--- src/rtl/uart_defs.svh ---
// timing counts, field values and reset values for the serial channel
`ifndef UART_DEFS_SVH
`define UART_DEFS_SVH
`define TICKS_PER_BIT 4'hf
`define SAMPLE_TICK 4'h7
`define HALF_BIT_TICKS 4'h7
`define ERR_SIG_START 5'h09
`define ERR_SIG_END 5'h18
`define DIV1_TOP 5'h00
`define DIV2_TOP 5'h01
`define DIV8_TOP 5'h07
`define DIV32_TOP 5'h1f
`define BITS_CHAR7 4'h7
`define BITS_CHAR8 4'h8
`define BITS_CHAR9 4'h9
`define MASK_CHAR7 9'h07f
`define MASK_CHAR8 9'h0ff
`define MASK_CHAR9 9'h1ff
`define RST_BUF 9'h000
`endif

--- src/rtl/uart_pkg.sv ---
// types shared by the serial channel files
package uart_pkg;
    typedef enum logic [1:0] {
        CHAR7 = 2'h0,
        CHAR8 = 2'h1,
        CHAR9 = 2'h2
    } char_len_type;

    typedef struct packed {
        char_len_type char_len;
        logic parity_en;
        logic parity_odd;
        logic two_stop;
        logic msb_first;
        logic data_inv;
        logic pol_rev;
        logic err_sig_en;
        logic tx_irq_done;
        logic ext_clk;
        logic flow_disable;
        logic flow_rts;
        logic output_drive_type_bit;
        logic i2c_sel;
    } cfg_type;

    typedef struct packed {
        logic overrun;
        logic framing;
        logic parity;
        logic sum;
    } err_type;

    typedef enum logic [5:0] {
        TX_IDLE = 6'h01,
        TX_START = 6'h02,
        TX_DATA = 6'h04,
        TX_PAR = 6'h08,
        TX_STOP = 6'h10,
        TX_HOLD = 6'h20
    } tx_state_type;

    typedef enum logic [4:0] {
        RX_IDLE = 5'h01,
        RX_START = 5'h02,
        RX_DATA = 5'h04,
        RX_PAR = 5'h08,
        RX_STOP = 5'h10
    } rx_state_type;
endpackage : uart_pkg

--- src/rtl/uart_async_sim_channel.sv ---
// asynchronous serial channel with smart-card and line options
//
// Overview of operation
// - buffers hold characters in bits 0-6, 0-7 or 0-8 per length.
// - output idles high, or floats in open-drain, until transfer starts.
// - third channel output is always open-drain; drive type bit stays zero.
// - clock select zero makes clock pin a port; one takes external clock except on third channel.
// - flow pin is port when disabled, else CTS input or RTS output.
// - first channel CTS may come from shared alternate pin via route bits.
// - transmit starts only when enabled and buffer holds written data.
// - receive starts only when enabled and a start bit is seen.
// - data-logic select inverts characters on buffer write and read.
// - inversion touches character bits only, not start parity stop.
// - polarity reversal inverts every level on output and input.
// - on third channel, output and input compared at the transmit mid-bit tick; mismatch raises IRQ.
// - transmit IRQ on shift finish, or on buffer load into shifter when done select is clear; receive IRQ on buffer load.
// - overrun overwrites receive buffer and leaves receive IRQ alone.
// - error summary set on any overrun, framing or parity error.
// - bit rate is prescaled clock over sixteen times value plus one.
// - on third channel, receiving with error signal on, parity error drives output low.
// - with error signal on, transmit-done IRQ comes half bit later.
// - I2C select remaps source 10 to start/stop, 15 to missing ack.
`timescale 1ns/10ps
`include "uart_defs.svh"
module uart_async_sim_channel #(
    parameter bit THIRD_CHANNEL = 1'b1
) (
    // clock and reset
    input wire logic ref_clk,
    input wire logic sys_rst,
    // configuration
    input wire logic async_mode_sel,
    input wire uart_pkg::cfg_type cfg,
    input wire logic [1:0] clk_src_sel,
    input wire logic [7:0] brg_value,
    input wire logic tx_enable,
    input wire logic rx_enable,
    // shared-pin flow routing
    input wire logic cts_route_bit,
    input wire logic clock_multiplex_bit,
    input wire logic peer_cts_input_mode,
    input wire logic alt_cts_in,
    output logic cts_route_active,
    // character interface
    input wire logic tx_write,
    input wire logic [8:0] tx_data,
    input wire logic rx_read,
    output logic [8:0] rx_data,
    // status
    output logic tx_buf_empty,
    output logic tx_shift_empty,
    output logic rx_complete,
    output uart_pkg::err_type rx_err,
    // interrupt requests
    output logic tx_irq,
    output logic rx_irq,
    output logic irq_src10,
    output logic irq_src15,
    input wire logic i2c_nack_event,
    // serial pins
    output logic serial_data_out_pin_o,
    output logic serial_data_out_pin_oe,
    input wire logic serial_data_in_pin,
    input wire logic transfer_clock_pin_i,
    output logic transfer_clock_pin_o,
    output logic transfer_clock_pin_oe,
    input wire logic clk_port_o,
    input wire logic clk_port_oe,
    input wire logic flow_pin_i,
    output logic flow_pin_o,
    output logic flow_pin_oe,
    input wire logic flow_port_o,
    input wire logic flow_port_oe
);
    uart_pkg::tx_state_type tx_state_q;
    uart_pkg::rx_state_type rx_state_q;
    logic tick, ext_mode, clk_pin_q, rx_prev_q, rx_line, cts_ok;
    logic [8:0] tx_buf_q, tx_sh_q, rx_sh_q;
    logic [3:0] tx_tick_q, tx_cnt_q, rx_tick_q, rx_cnt_q, nbits;
    logic tx_level_q, tx_par_q, rx_par_q, rx_perr_q, tx_done_q;
    logic tx_load, tx_bit_end, rx_bit_end, rx_sample, rx_load;
    logic [4:0] err_cnt_q;
    logic err_drive, pin_level, collision, start_stop;

    function automatic logic [3:0] char_bits(uart_pkg::char_len_type l);
        unique case (l)
            uart_pkg::CHAR7: char_bits = `BITS_CHAR7;
            uart_pkg::CHAR9: char_bits = `BITS_CHAR9;
            default: char_bits = `BITS_CHAR8;
        endcase
    endfunction : char_bits

    // inversion mask covers the character field only
    function automatic logic [8:0] char_mask(uart_pkg::cfg_type c);
        unique case (c.char_len)
            uart_pkg::CHAR7: char_mask = `MASK_CHAR7;
            uart_pkg::CHAR9: char_mask = `MASK_CHAR9;
            default: char_mask = `MASK_CHAR8;
        endcase
    endfunction : char_mask

    function automatic logic [8:0] order(logic [8:0] d,
                                          uart_pkg::cfg_type c);
        logic [8:0] r;
        r = d;
        if (c.msb_first && c.char_len == uart_pkg::CHAR8) begin
            for (int i = 0; i < 8; i++) begin
                r[i] = d[7 - i];
            end
        end
        order = r;
    endfunction : order

    assign nbits = char_bits(cfg.char_len);
    // third channel has no external clock in async mode
    assign ext_mode = cfg.ext_clk && !THIRD_CHANNEL;
    assign rx_line = serial_data_in_pin ^ cfg.pol_rev;

    bit_rate_gen u_brg (
        .ref_clk(ref_clk),
        .sys_rst(sys_rst),
        .src_sel(clk_src_sel),
        .ext_mode(ext_mode),
        .ext_edge(transfer_clock_pin_i && !clk_pin_q),
        .brg_value(brg_value),
        .tick(tick)
    );

    always_ff @(posedge ref_clk or posedge sys_rst) begin
        if (sys_rst) begin
            clk_pin_q <= 1'b0;
            rx_prev_q <= 1'b1;
        end else begin
            clk_pin_q <= transfer_clock_pin_i;
            rx_prev_q <= rx_line;
        end
    end

    // clock pin: port or external clock input
    always_comb begin
        transfer_clock_pin_o = clk_port_o;
        transfer_clock_pin_oe = ext_mode ? 1'b0 : clk_port_oe;
    end

    // flow pin and shared CTS routing
    assign cts_route_active = cts_route_bit && !clock_multiplex_bit &&
        peer_cts_input_mode && !cfg.flow_disable && cfg.flow_rts;
    always_comb begin
        flow_pin_o = flow_port_o;
        flow_pin_oe = flow_port_oe;
        cts_ok = 1'b1;
        if (!cfg.flow_disable) begin
            if (cfg.flow_rts) begin
                flow_pin_o = !(rx_enable && !rx_complete);
                flow_pin_oe = 1'b1;
                if (cts_route_active) begin
                    cts_ok = !alt_cts_in;
                end
            end else begin
                flow_pin_oe = 1'b0;
                cts_ok = !flow_pin_i;
            end
        end
    end

    // transmit buffer
    assign tx_load = (tx_state_q == uart_pkg::TX_IDLE) && tick &&
        async_mode_sel && tx_enable && !tx_buf_empty && cts_ok;
    always_ff @(posedge ref_clk or posedge sys_rst) begin
        if (sys_rst) begin
            tx_buf_q <= `RST_BUF;
            tx_buf_empty <= 1'b1;
        end else if (tx_write) begin
            tx_buf_q <= (tx_data ^ (cfg.data_inv ? char_mask(cfg)
                : 9'h000)) & char_mask(cfg);
            tx_buf_empty <= 1'b0;
        end else if (tx_load) begin
            tx_buf_empty <= 1'b1;
        end
    end

    // transmit shifter
    assign tx_bit_end = tick && (tx_tick_q == `TICKS_PER_BIT);
    always_ff @(posedge ref_clk or posedge sys_rst) begin
        if (sys_rst) begin
            tx_state_q <= uart_pkg::TX_IDLE;
            tx_tick_q <= 4'h0;
            tx_cnt_q <= 4'h0;
            tx_sh_q <= `RST_BUF;
            tx_level_q <= 1'b1;
            tx_par_q <= 1'b0;
            tx_done_q <= 1'b0;
        end else begin
            tx_done_q <= 1'b0;
            if (tick && tx_state_q != uart_pkg::TX_IDLE) begin
                tx_tick_q <= tx_tick_q + 4'h1;
            end
            unique case (tx_state_q)
                uart_pkg::TX_IDLE: begin
                    tx_level_q <= 1'b1;
                    if (tx_load) begin
                        tx_sh_q <= order(tx_buf_q, cfg);
                        tx_state_q <= uart_pkg::TX_START;
                        tx_tick_q <= 4'h0;
                        tx_cnt_q <= 4'h0;
                        tx_par_q <= 1'b0;
                        tx_level_q <= 1'b0;
                    end
                end
                uart_pkg::TX_START: begin
                    if (tx_bit_end) begin
                        tx_state_q <= uart_pkg::TX_DATA;
                        tx_level_q <= tx_sh_q[0];
                        tx_par_q <= tx_sh_q[0];
                        tx_sh_q <= {1'b0, tx_sh_q[8:1]};
                    end
                end
                uart_pkg::TX_DATA: begin
                    if (tx_bit_end) begin
                        tx_cnt_q <= tx_cnt_q + 4'h1;
                        if (tx_cnt_q == nbits - 4'h1) begin
                            tx_cnt_q <= 4'h0;
                            if (cfg.parity_en) begin
                                tx_state_q <= uart_pkg::TX_PAR;
                                tx_level_q <= tx_par_q ^ cfg.parity_odd;
                            end else begin
                                tx_state_q <= uart_pkg::TX_STOP;
                                tx_level_q <= 1'b1;
                            end
                        end else begin
                            tx_level_q <= tx_sh_q[0];
                            tx_par_q <= tx_par_q ^ tx_sh_q[0];
                            tx_sh_q <= {1'b0, tx_sh_q[8:1]};
                        end
                    end
                end
                uart_pkg::TX_PAR: begin
                    if (tx_bit_end) begin
                        tx_state_q <= uart_pkg::TX_STOP;
                        tx_level_q <= 1'b1;
                    end
                end
                uart_pkg::TX_STOP: begin
                    if (tx_bit_end) begin
                        tx_cnt_q <= tx_cnt_q + 4'h1;
                        if (!cfg.two_stop || tx_cnt_q != 4'h0) begin
                            tx_tick_q <= 4'h0;
                            if (cfg.err_sig_en) begin
                                tx_state_q <= uart_pkg::TX_HOLD;
                            end else begin
                                tx_state_q <= uart_pkg::TX_IDLE;
                                tx_done_q <= 1'b1;
                            end
                        end
                    end
                end
                uart_pkg::TX_HOLD: begin
                    // extra half bit lets software sample the card's answer
                    if (tick && tx_tick_q == `HALF_BIT_TICKS) begin
                        tx_state_q <= uart_pkg::TX_IDLE;
                        tx_done_q <= 1'b1;
                    end
                end
            endcase
        end
    end
    assign tx_shift_empty = (tx_state_q == uart_pkg::TX_IDLE);

    // receiver
    assign rx_bit_end = tick && (rx_tick_q == `TICKS_PER_BIT);
    assign rx_sample = tick && (rx_tick_q == `SAMPLE_TICK);
    assign rx_load = rx_sample && (rx_state_q == uart_pkg::RX_STOP);
    always_ff @(posedge ref_clk or posedge sys_rst) begin
        if (sys_rst) begin
            rx_state_q <= uart_pkg::RX_IDLE;
            rx_tick_q <= 4'h0;
            rx_cnt_q <= 4'h0;
            rx_sh_q <= `RST_BUF;
            rx_par_q <= 1'b0;
            rx_perr_q <= 1'b0;
        end else begin
            if (tick) begin
                rx_tick_q <= rx_tick_q + 4'h1;
            end
            unique case (rx_state_q)
                uart_pkg::RX_IDLE: begin
                    if (async_mode_sel && rx_enable && rx_prev_q &&
                        !rx_line) begin
                        rx_state_q <= uart_pkg::RX_START;
                        rx_tick_q <= 4'h0;
                        rx_cnt_q <= 4'h0;
                        rx_par_q <= 1'b0;
                        rx_perr_q <= 1'b0;
                    end
                end
                uart_pkg::RX_START: begin
                    if (rx_sample && rx_line) begin
                        rx_state_q <= uart_pkg::RX_IDLE; // glitch, not start
                    end else if (rx_bit_end) begin
                        rx_state_q <= uart_pkg::RX_DATA;
                    end
                end
                uart_pkg::RX_DATA: begin
                    if (rx_sample) begin
                        rx_sh_q <= {rx_line, rx_sh_q[8:1]};
                        rx_par_q <= rx_par_q ^ rx_line;
                    end
                    if (rx_bit_end) begin
                        rx_cnt_q <= rx_cnt_q + 4'h1;
                        if (rx_cnt_q == nbits - 4'h1) begin
                            rx_state_q <= cfg.parity_en ? uart_pkg::RX_PAR
                                : uart_pkg::RX_STOP;
                        end
                    end
                end
                uart_pkg::RX_PAR: begin
                    if (rx_sample) begin
                        rx_perr_q <= rx_line ^ rx_par_q ^ cfg.parity_odd;
                    end
                    if (rx_bit_end) begin
                        rx_state_q <= uart_pkg::RX_STOP;
                    end
                end
                uart_pkg::RX_STOP: begin
                    // only the first stop bit is checked
                    if (rx_sample) begin
                        rx_state_q <= uart_pkg::RX_IDLE;
                    end
                end
            endcase
        end
    end

    // receive buffer and error flags
    always_ff @(posedge ref_clk or posedge sys_rst) begin
        if (sys_rst) begin
            rx_data <= `RST_BUF;
            rx_complete <= 1'b0;
            rx_err <= '0;
            rx_irq <= 1'b0;
        end else begin
            rx_irq <= 1'b0;
            if (rx_load) begin
                rx_data <= (order(rx_sh_q >> (4'h9 - nbits), cfg) ^
                    (cfg.data_inv ? char_mask(cfg) : 9'h000)) &
                    char_mask(cfg);
                rx_complete <= 1'b1;
                rx_irq <= !rx_complete;
                if (rx_complete) begin
                    rx_err.overrun <= 1'b1;
                end
                if (!rx_line) begin
                    rx_err.framing <= 1'b1;
                end
                if (rx_perr_q) begin
                    rx_err.parity <= 1'b1;
                end
                if (rx_complete || !rx_line || rx_perr_q) begin
                    rx_err.sum <= 1'b1;
                end
            end else begin
                if (rx_read) begin
                    rx_complete <= 1'b0;
                end
                // errors clear when reception is disabled
                if (!rx_enable) begin
                    rx_err <= '0;
                end
            end
        end
    end

    // parity error signal: low for one bit starting half a bit later
    always_ff @(posedge ref_clk or posedge sys_rst) begin
        if (sys_rst) begin
            err_cnt_q <= 5'h00;
        end else if (rx_sample && rx_state_q == uart_pkg::RX_PAR &&
                     cfg.err_sig_en && THIRD_CHANNEL &&
                     (rx_line ^ rx_par_q ^ cfg.parity_odd)) begin
            err_cnt_q <= 5'h01;
        end else if (tick && err_cnt_q != 5'h00) begin
            err_cnt_q <= (err_cnt_q == `ERR_SIG_END) ? 5'h00
                : err_cnt_q + 5'h01;
        end
    end
    assign err_drive = (err_cnt_q >= `ERR_SIG_START);

    // output pin: open-drain releases for high
    assign pin_level = (tx_level_q && !err_drive) ^ cfg.pol_rev;
    always_comb begin
        serial_data_out_pin_o = 1'b0;
        serial_data_out_pin_oe = 1'b0;
        if (async_mode_sel) begin
            if (THIRD_CHANNEL || cfg.output_drive_type_bit) begin
                serial_data_out_pin_oe = !pin_level;
            end else begin
                serial_data_out_pin_o = pin_level;
                serial_data_out_pin_oe = 1'b1;
            end
        end
    end

    // collision check at the transmit mid-bit tick, not the transfer clock pin
    // written out in full: a function reading module state would hide
    // those signals from the assignment's sensitivity
    assign collision = THIRD_CHANNEL && tick &&
        (tx_tick_q == `SAMPLE_TICK) && (tx_state_q != uart_pkg::TX_IDLE) &&
        (pin_level != serial_data_in_pin);
    assign start_stop = transfer_clock_pin_i &&
        (rx_prev_q != rx_line);

    always_ff @(posedge ref_clk or posedge sys_rst) begin
        if (sys_rst) begin
            tx_irq <= 1'b0;
            irq_src10 <= 1'b0;
            irq_src15 <= 1'b0;
        end else begin
            tx_irq <= cfg.tx_irq_done ? tx_done_q : tx_load;
            irq_src10 <= cfg.i2c_sel ? start_stop : collision;
            irq_src15 <= cfg.i2c_sel ? i2c_nack_event
                : (cfg.tx_irq_done ? tx_done_q : tx_load);
        end
    end
endmodule : uart_async_sim_channel

--- src/rtl/bit_rate_gen.sv ---
// bit rate generator: prescaler then divide by value plus one
`timescale 1ns/10ps
`include "uart_defs.svh"
module bit_rate_gen (
    // clock and reset
    input wire logic ref_clk,
    input wire logic sys_rst,
    // source selection
    input wire logic [1:0] src_sel,
    input wire logic ext_mode,
    input wire logic ext_edge,
    input wire logic [7:0] brg_value,
    // sixteen times the bit rate
    output logic tick
);
    logic [4:0] pre_q;
    logic [7:0] div_q;
    logic [4:0] pre_top;
    logic src_pulse;

    always_comb begin
        unique case (src_sel)
            2'h0: pre_top = `DIV1_TOP;
            2'h1: pre_top = `DIV2_TOP;
            2'h2: pre_top = `DIV8_TOP;
            2'h3: pre_top = `DIV32_TOP;
        endcase
    end

    assign src_pulse = ext_mode ? ext_edge : (pre_q >= pre_top);

    always_ff @(posedge ref_clk or posedge sys_rst) begin
        if (sys_rst) begin
            pre_q <= 5'h00;
        end else if (ext_mode || pre_q >= pre_top) begin
            pre_q <= 5'h00;
        end else begin
            pre_q <= pre_q + 5'h01;
        end
    end

    always_ff @(posedge ref_clk or posedge sys_rst) begin
        if (sys_rst) begin
            div_q <= 8'h00;
            tick <= 1'b0;
        end else begin
            tick <= 1'b0;
            if (src_pulse) begin
                if (div_q >= brg_value) begin
                    div_q <= 8'h00;
                    tick <= 1'b1;
                end else begin
                    div_q <= div_q + 8'h01;
                end
            end
        end
    end
endmodule : bit_rate_gen

--- config.mk ---
export PLATFORM = sky130hd
export DESIGN_NAME = uart_async_sim_channel
export DESIGN_NICKNAME = d
export VERILOG_FILES = /design/src/rtl/uart_pkg.sv /design/src/rtl/uart_async_sim_channel.sv /design/src/rtl/bit_rate_gen.sv
export VERILOG_INCLUDE_DIRS = /design/src /design/src/rtl
export SDC_FILE = /design/constraint.sdc
export NUM_CORES = 1
export LEC_CHECK = 0
export ABC_AREA = 0
export BUFFER_PORTS_ARGS = -buffer_cell sky130_fd_sc_hd__clkbuf_2
export CORE_MARGIN = 5
export CORE_UTILIZATION = 40
export DETAILED_ROUTE_END_ITERATION = 10
export GPL_TIMING_DRIVEN = 0
export PLACE_DENSITY = 0.66
export RECOVER_POWER = 100
export SYNTH_ARGS = -nofsm -noshare
export SYNTH_HDL_FRONTEND = slang
export SYNTH_SLANG_ARGS = --single-unit
--- constraint.sdc ---
create_clock -name ref_clk -period 7.11 [get_ports ref_clk]
set_clock_uncertainty 0.2 [all_clocks]
set_input_delay 1.422 -clock ref_clk [delete_from_list [all_inputs] [get_ports ref_clk]]
set_output_delay 1.422 -clock ref_clk [all_outputs]
set_load 0.005 [all_outputs]
Yosys cells after proc, flatten, opt, wreduce, memory -nomap -nowiden. Index checks and enable logic that the tools add are counted.

$lt $le $gt $ge: 3. Shift operators: 1. Reduce and logical (&&, ||, !) cells: 68. Bitwise operators: 10. Multiplexer cells: 101. Multipliers: 0. Eq/ne operators: 48. Divide/modulo/power cells: 0. Add/subtract/negate cells: 9.

Operator list (number): two-way mux 9 bit (8); two-way mux 5 bit (13); two-way mux 4 bit (15); two-way mux 6 bit (9); two-way mux 1 bit (38); inequality test 2 bit, second input constant (18); one-hot mux 6 bit (6 select lines) (1); two-way mux 8 bit (4); logical AND 1 bit (29); one-hot mux 9 bit (3 select lines) (1); one-hot mux 5 bit (5 select lines) (1); one-hot mux 4 bit (2 select lines) (3); one-hot mux 5 bit (4 select lines) (1); AND 9 bit (2); one-hot mux 9 bit (2 select lines) (1); bitwise XOR 9 bit (2); adder 4 x 1 -> 4 bit, second input constant (4); one-hot mux 4 bit (3 select lines) (1); zero test 1 bit (11); adder 5 x 1 -> 5 bit, second input constant (2); equality test 5 bit, second input constant (2); AND reduction 2 bit (5); nonzero test 2 bit (5); AND reduction 3 bit (3); other kinds (39) (61).

Bits in writable memories: 0. Output and inout bits: 27. Register bits: 98. Logic and storage cells: 270. Latch bits: 0. Memories kept: 0. ROM bits: 0.

Longest topological paths before layout. Gate-level depths: netlist of run 1.

Depth after elaboration: 11. Mapped depth: 9.

Cells and area by module. A second synthesis of run 1 with hierarchy kept.

Cells, all modules: 623. Area total of the unflattened synthesis: 5973.2 µm².

Modules (own cells, without submodules): uart_async_sim_channel (instances 1, area each 4932.2 µm², cells each 515); bit_rate_gen (instances 1, area each 1041.0 µm², cells each 108).

Worst setup path before layout of run 1. OpenSTA, ideal clock, no wires.

Path type: input to output. Start point: in cfg[3] (netlist name). End point: out flow_pin_o. Stages: 3. Arrival: 1.782 ns. Slack: 3.706 ns. Path buffers: 0. Data required time: 5.488 ns. Path through: nand2b_1 -> a21oi_1 -> a21o_1.

Cells in the longest elaborated chain, start to end: 1.

Ends and longest elaborated chain: from (decl) (line uart_async_sim_channel.sv:33) `input wire uart_pkg::cfg_type cfg,`; two-way mux 1 bit (line uart_async_sim_channel.sv:152) `if (!cfg.flow_disable) begin`; to (decl) (line uart_async_sim_channel.sv:70) `output logic flow_pin_o,`.

No other way between the ends.

Final worst setup path of run 1. Same ends and word-level chain as after synthesis.

==> results of run 1 <==
[metal layers]
layer,wire (um),vias up,global-route usage
met5,0,-,0
met4,201,0,0.0477
met3,517,17,0.0375
met2,6690,66,0.278
met1,5670,2248,0.202
li1,-,2293,-
[worst min-delay path by stage]
stage,endpoint,startpoint,cells after the start
floorplan,u_brg.pre_q[0],u_brg.pre_q[0],1
global placement,rx_data[4],rx_data[4],2
detailed placement,rx_data[1],rx_data[1],2
CTS,u_brg.pre_q[0],u_brg.pre_q[0],1
global route,rx_data[1],rx_data[1],2
finish,u_brg.pre_q[0],u_brg.pre_q[0],1
[cells by family after synthesis]
| kind of cell | after synthesis | synth area share |
|---|---|---|
| other cells | 1 | 0.000657 |
| flops | 98 | 0.431 |
| simple gates | 223 | 0.197 |
| xor+xnor | 42 | 0.0644 |
| compound gates | 130 | 0.153 |
| fa+ha+maj | 23 | 0.0504 |
| mux | 33 | 0.0624 |
| buf+inv | 54 | 0.0421 |
[stage by stage]
| step | power, mW | cell area, sq um | hold slack [ns] |
|---|---|---|---|
| floorplan | 1.37 | 5710 | 0.254 |
| global route | 2.19 | 6570 | 0.306 |
| CTS | 2.09 | 6650 | 0.288 |
| global placement | 1.51 | 6300 | 0.274 |
| finish | 2.04 | 6570 | 0.282 |
| detailed placement | 1.55 | 6320 | 0.275 |
[synth_stat cells (4+ instances only)]
master    number  area [sq um]
xor2_1        16           140
o221a_1        8          90.1
mux2_2        11           124
dfstp_2        5           131
a21oi_1       25           125
nand3_1       21           105
or3_1          6          37.5
nand4_1       10          62.6
o21a_1         4          30.0
a31oi_1        6          37.5
nor3b_1        4          30.0
o21ai_0       24           120
nor2_1        65           244
buf_4          4          30.0
nor3_1         8          40.0
buf_2          6          30.0
mux2i_1       18           180
nand2b_1       9          56.3
ha_1          23           288
and3_1         7          43.8
clkbuf_1       8          30.0
o21ai_1       21           105
a22o_1         9          78.8
inv_1         29           109
nor2b_1        7          43.8
nand2_1       56           210
dfrtp_1       93          2330
xnor2_1       26           228
[flip-flops by register name, summed over array words and instances, names as in the netlist, 5 cells and up]
name,count
rx_state_q,5
tx_state_q,6
u_brg.pre_q,5
tx_sh_q,9
err_cnt_q,5
u_brg.div_q,8
rx_sh_q,9
tx_buf_q,9
rx_data,9
[area by class of cell]
type	instances	area, sq um
Sequential cell	98	2460
Tap cell	180	225
Clock buffer	10	239
Clock inverter	6	90.1
Buffer	23	115
Timing Repair Buffer	73	354
Inverter	31	118
Fill cell	1332	7360
Multi-Input combinational cell	452	2970
[where the power goes]
group          leakage [nW]  switching [mW]  total [mW]  internal [mW]
registers              1.21           0.126       0.812          0.686
clock network         0.159           0.216       0.534          0.318
logic                  1.57           0.378       0.691          0.313
total                  2.94           0.719        2.04           1.32
[placed cells by master (no fill, tap or decap), types with 8 or more instances in the layout]
| cell type | count |
|---|---|
| nor2_1 | 65 |
| nor3_1 | 8 |
| nand3_1 | 21 |
| o21ai_0 | 38 |
| inv_1 | 30 |
| xnor2_1 | 26 |
| mux2i_1 | 18 |
| nand2b_1 | 9 |
| ha_1 | 23 |
| nand2_1 | 56 |
| clkbuf_1 | 36 |
| a21oi_1 | 25 |
| clkbuf_16 | 9 |
| a22o_1 | 9 |
| xor2_1 | 16 |
| clkbuf_2 | 51 |
| mux2_2 | 11 |
| o221a_1 | 8 |
| dfrtp_1 | 93 |
| nand4_1 | 10 |
==> flow_summary.json, run 1 <==
{
  "status": "complete, but fails checks",
  "violations": "max-capacitance violations, max-slew violations",
  "die_h_um": 129,
  "die_area_sq_um": 16800,
  "critPathTopFamily": "buffers and inverters",
  "start_util": 0.410,
  "critPathMaxStageDelay_ns": 0.17,
  "peakVddDrop_mv": 0.151,
  "core_area_sq_um": 13900,
  "routed_wl_mm": 13.1,
  "syn_area_sq_um": 5710,
  "drt_first_pass_iters": 4,
  "drc_errors": 0,
  "postSynthNetCount": 680,
  "htreeDepth": 3,
  "clk_latency_ns": 0.35,
  "antennaDiodeCount": 0,
  "synth_edf_count": 0,
  "reg2reg_depth": 6,
  "final_util": 0.472,
  "finalCritPeriodShare": 0.518,
  "slew_viol_final": 57,
  "final_cell_count_no_fill": 873,
  "slew_headroom": -0.716,
  "fin_setup_tns_ns": 0,
  "vias_per_cell": 5.30,
  "start_kind": "input port",
  "worst_slew_pin_slew_ns": 2.56,
  "grt_use_total": 0.161,
  "io-pin-count": 80,
  "crit_buf_inv": 2,
  "grt_max_degree": 58,
  "synth-async-reset-ratio": 1.00,
  "min_path_type": "reg -> reg",
  "ys_seq_area_frac": 0.431,
  "leakagePower_nw": 2.94,
  "synth_flop_cell": "dfrtp_1",
  "postCtsHoldBufs": 0,
  "fin_crit_ns": 3.68,
  "place_hpwl_mm": 10.0,
  "grt_pass1_vias": 4569,
  "cts.clk_slew.worst_paths_ns": 0.06,
  "route.detailed.wl_per_inst_um": 15.0,
  "clockBufferDepth": 2,
  "drive_above_1_share": 0.146,
  "cts.sinks": 98,
  "place_inst": 857,
  "antenna_left": 0,
  "max_freq_mhz": 271,
  "grt_pass1_wl_mm": 21.8,
  "required_ns": 5.49,
  "overflow": 0,
  "worstPathArrival_ns": 2.06,
  "cts_setup_buffers": 0,
  "grt_setup_unrepaired": "false",
  "r2r-start": "tx_cnt_q[0]",
  "rows": 43,
  "cts_resized": 0,
  "drt_iter0_markers": 341,
  "cts_tree": "yes",
  "nets": 764,
  "gp_congestion": 0.879,
  "port_buffers": 72,
  "vias": 4624,
  "setup_slack_ns": 3.43,
  "cp-endpoint": "flow_pin_o",
  "path_cells": "clkbuf_1 -> nand2b_1 -> a21oi_1 -> a21o_1 -> clkbuf_2",
  "post-place-ws_ns": 3.30,
  "regToRegSetupSlack_ns": 4.38,
  "crit_path_top_delay_cell": "nand2b_1",
  "path_class": "in -> out",
  "path_depth": 5,
  "finalSetupViolCount": 0,
  "yosysWarnings": 0,
  "crit_path_max_fanout": 5,
  "ys_ff_latch": 98,
  "maxCapViolCount": 1,
  "synth.distinct_cells": 73,
  "cts_buffers": 9,
  "die_x_um": 129,
  "antenna_found_initial": 0,
  "finalHoldViolCount": 0,
  "crit_path_end_kind": "output port",
  "cts_root_buf": "clkbuf_16",
  "r2r-end": "tx_state_q[1]",
  "postSynthAreaPerCell_sq_um": 9.45,
  "area_growth_pct": 15.1,
  "setup.worst_path.start": "cfg[3]",
  "pwr_density_cell_nw_per_um2": 310,
  "syn_inst": 604
}
Note: power is estimated with default switching activity, not from simulation.
==> inputs of run 2 (changes only) <==
--- a/config.mk
+++ b/config.mk
@@ -12,7 +12,7 @@
 export CORE_UTILIZATION = 40
 export DETAILED_ROUTE_END_ITERATION = 10
 export GPL_TIMING_DRIVEN = 0
-export PLACE_DENSITY = 0.66
+export PLACE_DENSITY = 0.68
 export RECOVER_POWER = 100
 export SYNTH_ARGS = -nofsm -noshare
 export SYNTH_HDL_FRONTEND = slang
==> constraint.sdc (replaced) <==
create_clock -name ref_clk -period 3.1 [get_ports ref_clk]
set_clock_uncertainty 0.2 [all_clocks]
set_input_delay 0.62 -clock ref_clk [delete_from_list [all_inputs] [get_ports ref_clk]]
set_output_delay 0.62 -clock ref_clk [all_outputs]
set_load 0.005 [all_outputs]
==> run 2 against run 1 <==
The run now ends clean. Global-route usage rose by 0.25 points. Non-clock buffer count increased by 1. Count of clock-buffer cells in the layout stayed put. Worst hold slack worse by 0.093 ns. Total power up 130%. Largest cell class unchanged. Design area up 0.25%.
==> flow_summary.json, run 2 (synthesized netlist as in run 1, its figures left out) <==
{
  "status": "completed",
  "crit_path_max_fanout": 6,
  "finalHoldViolCount": 0,
  "worst_slew_pin_slew_ns": 0.993,
  "clk_latency_ns": 0.35,
  "crit_buf_inv": 1,
  "fin_setup_tns_ns": 0,
  "antenna_left": 0,
  "clockBufferDepth": 2,
  "max_freq_mhz": 354,
  "required_ns": 2.28,
  "reg2reg_depth": 6,
  "maxCapViolCount": 0,
  "cts_buffers": 9,
  "cts.sinks": 98,
  "route.detailed.wl_per_inst_um": 15.5,
  "grt_pass1_vias": 4627,
  "gp_congestion": 0.896,
  "peakVddDrop_mv": 0.308,
  "antennaDiodeCount": 0,
  "fin_crit_ns": 2.83,
  "die_h_um": 129,
  "htreeDepth": 3,
  "final_common_cell": "dfrtp_1",
  "slew_headroom": 0.338,
  "finalSetupViolCount": 0,
  "path_class": "reg -> out",
  "drt_first_pass_iters": 4,
  "p_switching_mw": 1.66,
  "die_x_um": 129,
  "postCtsHoldBufs": 0,
  "placed_area_sq_um": 6340,
  "io-pin-count": 80,
  "place_hpwl_mm": 10.5,
  "cts_tree": "yes",
  "crit_path_top_delay_cell": "dfrtp_1",
  "grt_setup_unrepaired": "false",
  "path_cells": "ha_1 -> o41ai_1 -> nand3b_1 -> xor2_1 -> and2_0 -> clkbuf_2",
  "nets": 765,
  "cts_root_buf": "clkbuf_16",
  "num-fill-cells": 1334,
  "routed_wl_mm": 13.5,
  "cts.clk_slew.worst_paths_ns": 0.07,
  "antenna_found_initial": 0,
  "regToRegSetupSlack_ns": 0.35,
  "die_area_sq_um": 16800,
  "comb_power_share": 0.339,
  "drc_errors": 0,
  "grt_max_degree": 41,
  "worstPathArrival_ns": 2.01,
  "vias_per_cell": 5.33,
  "drive_above_1_share": 0.151,
  "slew_viol_final": 0,
  "core_area_sq_um": 13900,
  "port_buffers": 72,
  "critPathMaxStageDelay_ns": 0.45,
  "final_area_sq_um": 6590,
  "pwr_density_cell_nw_per_um2": 710,
  "overflow": 0,
  "leakagePower_nw": 2.96,
  "crit_path_end_kind": "output port",
  "final_cell_mix": "dfrtp_1, nor2_1, nand2_1, clkbuf_2, o21ai_0",
  "rows": 43,
  "drt_iter0_markers": 335,
  "grt_use_total": 0.164,
  "start_util": 0.410,
  "clock_power_share": 0.265,
  "cts_setup_buffers": 0,
  "switching_share": 0.355,
  "path_depth": 6,
  "start_kind": "register",
  "cts_resized": 0,
  "finalCritPeriodShare": 0.912,
  "min_path_type": "in -> async",
  "critPathTopFamily": "flip-flops",
  "intPower_mw": 3.02,
  "p_seq_frac": 0.396,
  "area_growth_pct": 15.4,
  "grt_pass1_wl_mm": 22.1,
  "vias": 4656
}
## run 2: power groups by stage
| stage | combinational (mW) | clock (mW) | sequential, mW |
|---|---|---|---|
| finish | 1.59 | 1.24 | 1.85 |
| CTS | 1.69 | 1.27 | 1.86 |
| detailed placement | 1.68 | 0 | 1.88 |
| global placement | 1.61 | 0 | 1.86 |
| global route | 1.79 | 1.31 | 1.90 |
| floorplan | 1.34 | 0 | 1.80 |
## run 2: stage by stage
step	utilization	hold slack [ns]	instances	total power, mW	worst slack [ns]
2_1_floorplan	-	0.254	604	3.14	0.525
3_5_place_dp	0.455	0.276	858	3.56	0.137
4_1_cts	0.479	0.0941	874	4.82	0.248
5_1_grt	0.473	0.273	874	5.00	0.143
3_3_place_gp	0.452	0.273	856	3.47	0.177
6_report	0.473	0.190	874	4.68	0.273
## run 2: worst paths after layout
kind	from	to
hold reg to reg	rx_data[3]	rx_data[3]
min in group ref_clk	rx_read	rx_complete
max in group asynchronous	sys_rst	rx_prev_q
setup / recovery	err_cnt_q[0]	serial_data_out_pin_oe
setup reg to reg	tx_cnt_q[0]	tx_state_q[1]
hold / removal	sys_rst	rx_data[4]
## run 2: layout make-up
| cell class | count | area [sq um] | share of cell area |
|---|---|---|---|
| well taps | 180 | 225 | 0.0342 |
| multi-input cells | 452 | 2980 | 0.452 |
| repair buffers | 74 | 359 | 0.0545 |
| inverters | 31 | 118 | 0.0178 |
| plain buffers | 23 | 114 | 0.0173 |
| clock inverters | 6 | 95.1 | 0.0144 |
| clock buffers | 10 | 239 | 0.0363 |
| flip-flops and latches | 98 | 2460 | 0.373 |
## run 2: routing by layer
layer | share of wire | up-vias | global-route usage
li1 | - | 2302 | -
met3 | 0.048 | 24 | 0.0272
met4 | 0.023 | 0 | 0.0587
met1 | 0.43 | 2252 | 0.205
met5 | 0 | - | 0
met2 | 0.50 | 78 | 0.285
==> inputs of run 3 (changes only) <==
--- a/config.mk
+++ b/config.mk
@@ -10,6 +10,7 @@
 export BUFFER_PORTS_ARGS = -buffer_cell sky130_fd_sc_hd__clkbuf_2
 export CORE_MARGIN = 5
 export CORE_UTILIZATION = 40
+export CTS_BUF_LIST = sky130_fd_sc_hd__clkbuf_2
 export DETAILED_ROUTE_END_ITERATION = 10
 export GPL_TIMING_DRIVEN = 0
 export PLACE_DENSITY = 0.68
==> run 3 against run 2 <==
Clock power fell by 41%. Register-to-register slack got worse by 0.19 ns. Combinational power rose by 4%. Count of clock-buffer cells in the layout fell by 1. Routed wire length rose by 1.0%. Sequential cell count did not move. Sequential power barely moved. Via count rose by 2.2%. Largest cell class unchanged. Global-route usage rose by 0.095 points. Non-clock buffer count rose by 8. Design area fell by 1.7%.
==> flow_summary.json, run 3 (synthesized netlist as in run 1, its figures left out) <==
{
  "status": "completed",
  "overflow": 0,
  "die_area_sq_um": 16800,
  "cts_buffers": 9,
  "max_freq_mhz": 327,
  "leakagePower_nw": 2.91,
  "htreeDepth": 3,
  "placed_area_sq_um": 6340,
  "cts.sinks": 98,
  "worstPathArrival_ns": 2.24,
  "slew_viol_final": 0,
  "place_hpwl_mm": 10.5,
  "critPathMaxStageDelay_ns": 0.51,
  "fin_crit_ns": 3.06,
  "crit_path_top_delay_cell": "dfrtp_2",
  "path_class": "reg -> out",
  "die_x_um": 129,
  "finalHoldViolCount": 0,
  "port_buffers": 72,
  "cts_root_buf": "clkbuf_2",
  "io-pin-count": 80,
  "crit_path_max_fanout": 3,
  "die_h_um": 129,
  "start_kind": "register",
  "drc_errors": 0,
  "pwr_density_cell_nw_per_um2": 654,
  "nets": 773,
  "finalCritPeriodShare": 0.987,
  "grt_pass1_vias": 4678,
  "core_area_sq_um": 13900,
  "final_cell_mix": "dfrtp_1, nor2_1, clkbuf_2, nand2_1, o21ai_0",
  "final_area_sq_um": 6480,
  "worst_slew_pin_slew_ns": 0.958,
  "clk_latency_ns": 0.58,
  "start_util": 0.410,
  "antenna_found_initial": 0,
  "cts_tree": "yes",
  "vias_per_cell": 5.39,
  "grt_pass1_wl_mm": 22.2,
  "grt_max_degree": 41,
  "vias": 4759,
  "drt_first_pass_iters": 5,
  "path_cells": "ha_4 -> o41ai_2 -> nand3b_1 -> xor2_1 -> and2_1 -> clkbuf_2",
  "drt_iter0_markers": 303,
  "peakVddDrop_mv": 0.225,
  "rows": 43,
  "cts.clk_slew.worst_paths_ns": 0.29,
  "grt_setup_unrepaired": "true",
  "final_common_cell": "dfrtp_1",
  "clockBufferDepth": 2,
  "min_path_type": "in -> reg",
  "drive_above_1_share": 0.160,
  "gp_congestion": 0.896,
  "route.detailed.wl_per_inst_um": 15.5,
  "routed_wl_mm": 13.7,
  "finalSetupViolCount": 0,
  "required_ns": 2.28,
  "crit_path_end_kind": "output port",
  "antenna_left": 0,
  "slew_headroom": 0.361,
  "maxCapViolCount": 0,
  "grt_use_total": 0.165,
  "area_growth_pct": 13.4,
  "holdWs_ns": 0.0792
}
run 3: through the flow:
| stage | setup WS (ns) | util | instances | total power, mW | setup TNS, ns |
|---|---|---|---|---|---|
| 2_1_floorplan | 0.525 | - | 604 | 3.14 | 0 |
| 3_3_place_gp | 0.177 | 0.452 | 856 | 3.47 | 0 |
| 3_5_place_dp | 0.137 | 0.455 | 858 | 3.56 | 0 |
| 4_1_cts | 0.00516 | 0.471 | 882 | 4.34 | 0 |
| 5_1_grt | -0.0642 | 0.465 | 882 | 4.54 | -0.806 |
| 6_report | 0.0417 | 0.465 | 883 | 4.23 | 0 |
run 3: final timing paths:
kind | cells after the start | slack, ns | start | end
max in group asynchronous | 5 | 0.36 | sys_rst | rx_prev_q
worst min register to register | 1 | 0.33 | u_brg.pre_q[0] | u_brg.pre_q[0]
worst max register to register | 8 | 0.16 | u_brg.tick | rx_state_q[1]
worst max-delay path | 6 | 0.04 | err_cnt_q[0] | serial_data_out_pin_oe
min in group asynchronous | 3 | 0.46 | sys_rst | rx_data[4]
worst min-delay path | 3 | 0.08 | tx_data[1] | tx_buf_q[1]
run 3: timing repair:
item | in CTS | in global routing
hold endpoints to repair | 23 | 0
pin swaps | 1 | 5
setup buffers | 4 | 0
endpoints found under the setup margin | 1 | 1
gates resized for setup | 2 | 3
hold buffers | 4 | 0
run 3: power by group:
part / switching, mW / internal, mW / total, mW
clock network: 0.453 / 0.275 / 0.728
logic: 0.912 / 0.744 / 1.66
registers: 0.279 / 1.57 / 1.85
run 3: final cells by class:
type                            instances  area (sq um)
Multi-Input combinational cell        452          3000
Timing Repair Buffer                   82           419
Fill cell                            1344          7460
Buffer                                 23           109
Sequential cell                        98          2460
Antenna cell                            1          2.50
Clock inverter                          7          98.8
Clock buffer                            9          45.0
Inverter                               31           118
Tap cell                              180           225
run 3: critical path: cells and delay by family (launching register included):
family | cells | cell delay [ns]
buffers and inverters | 1 | 0.10
DFF | 1 | 0.51
xor gates and xnor gates | 1 | 0.21
adders and majority gates | 1 | 0.16
AOI/OAI and AO/OA | 1 | 0.32
and+or+nand+nor | 2 | 0.36
run 3: layer usage:
layer	vias up	GRT usage	part of all wire
li1	2321	-	-
met1	2317	0.207	0.44
met2	100	0.287	0.51
met3	21	0.0330	0.041
met4	0	0.0495	0.017
met5	-	0	0
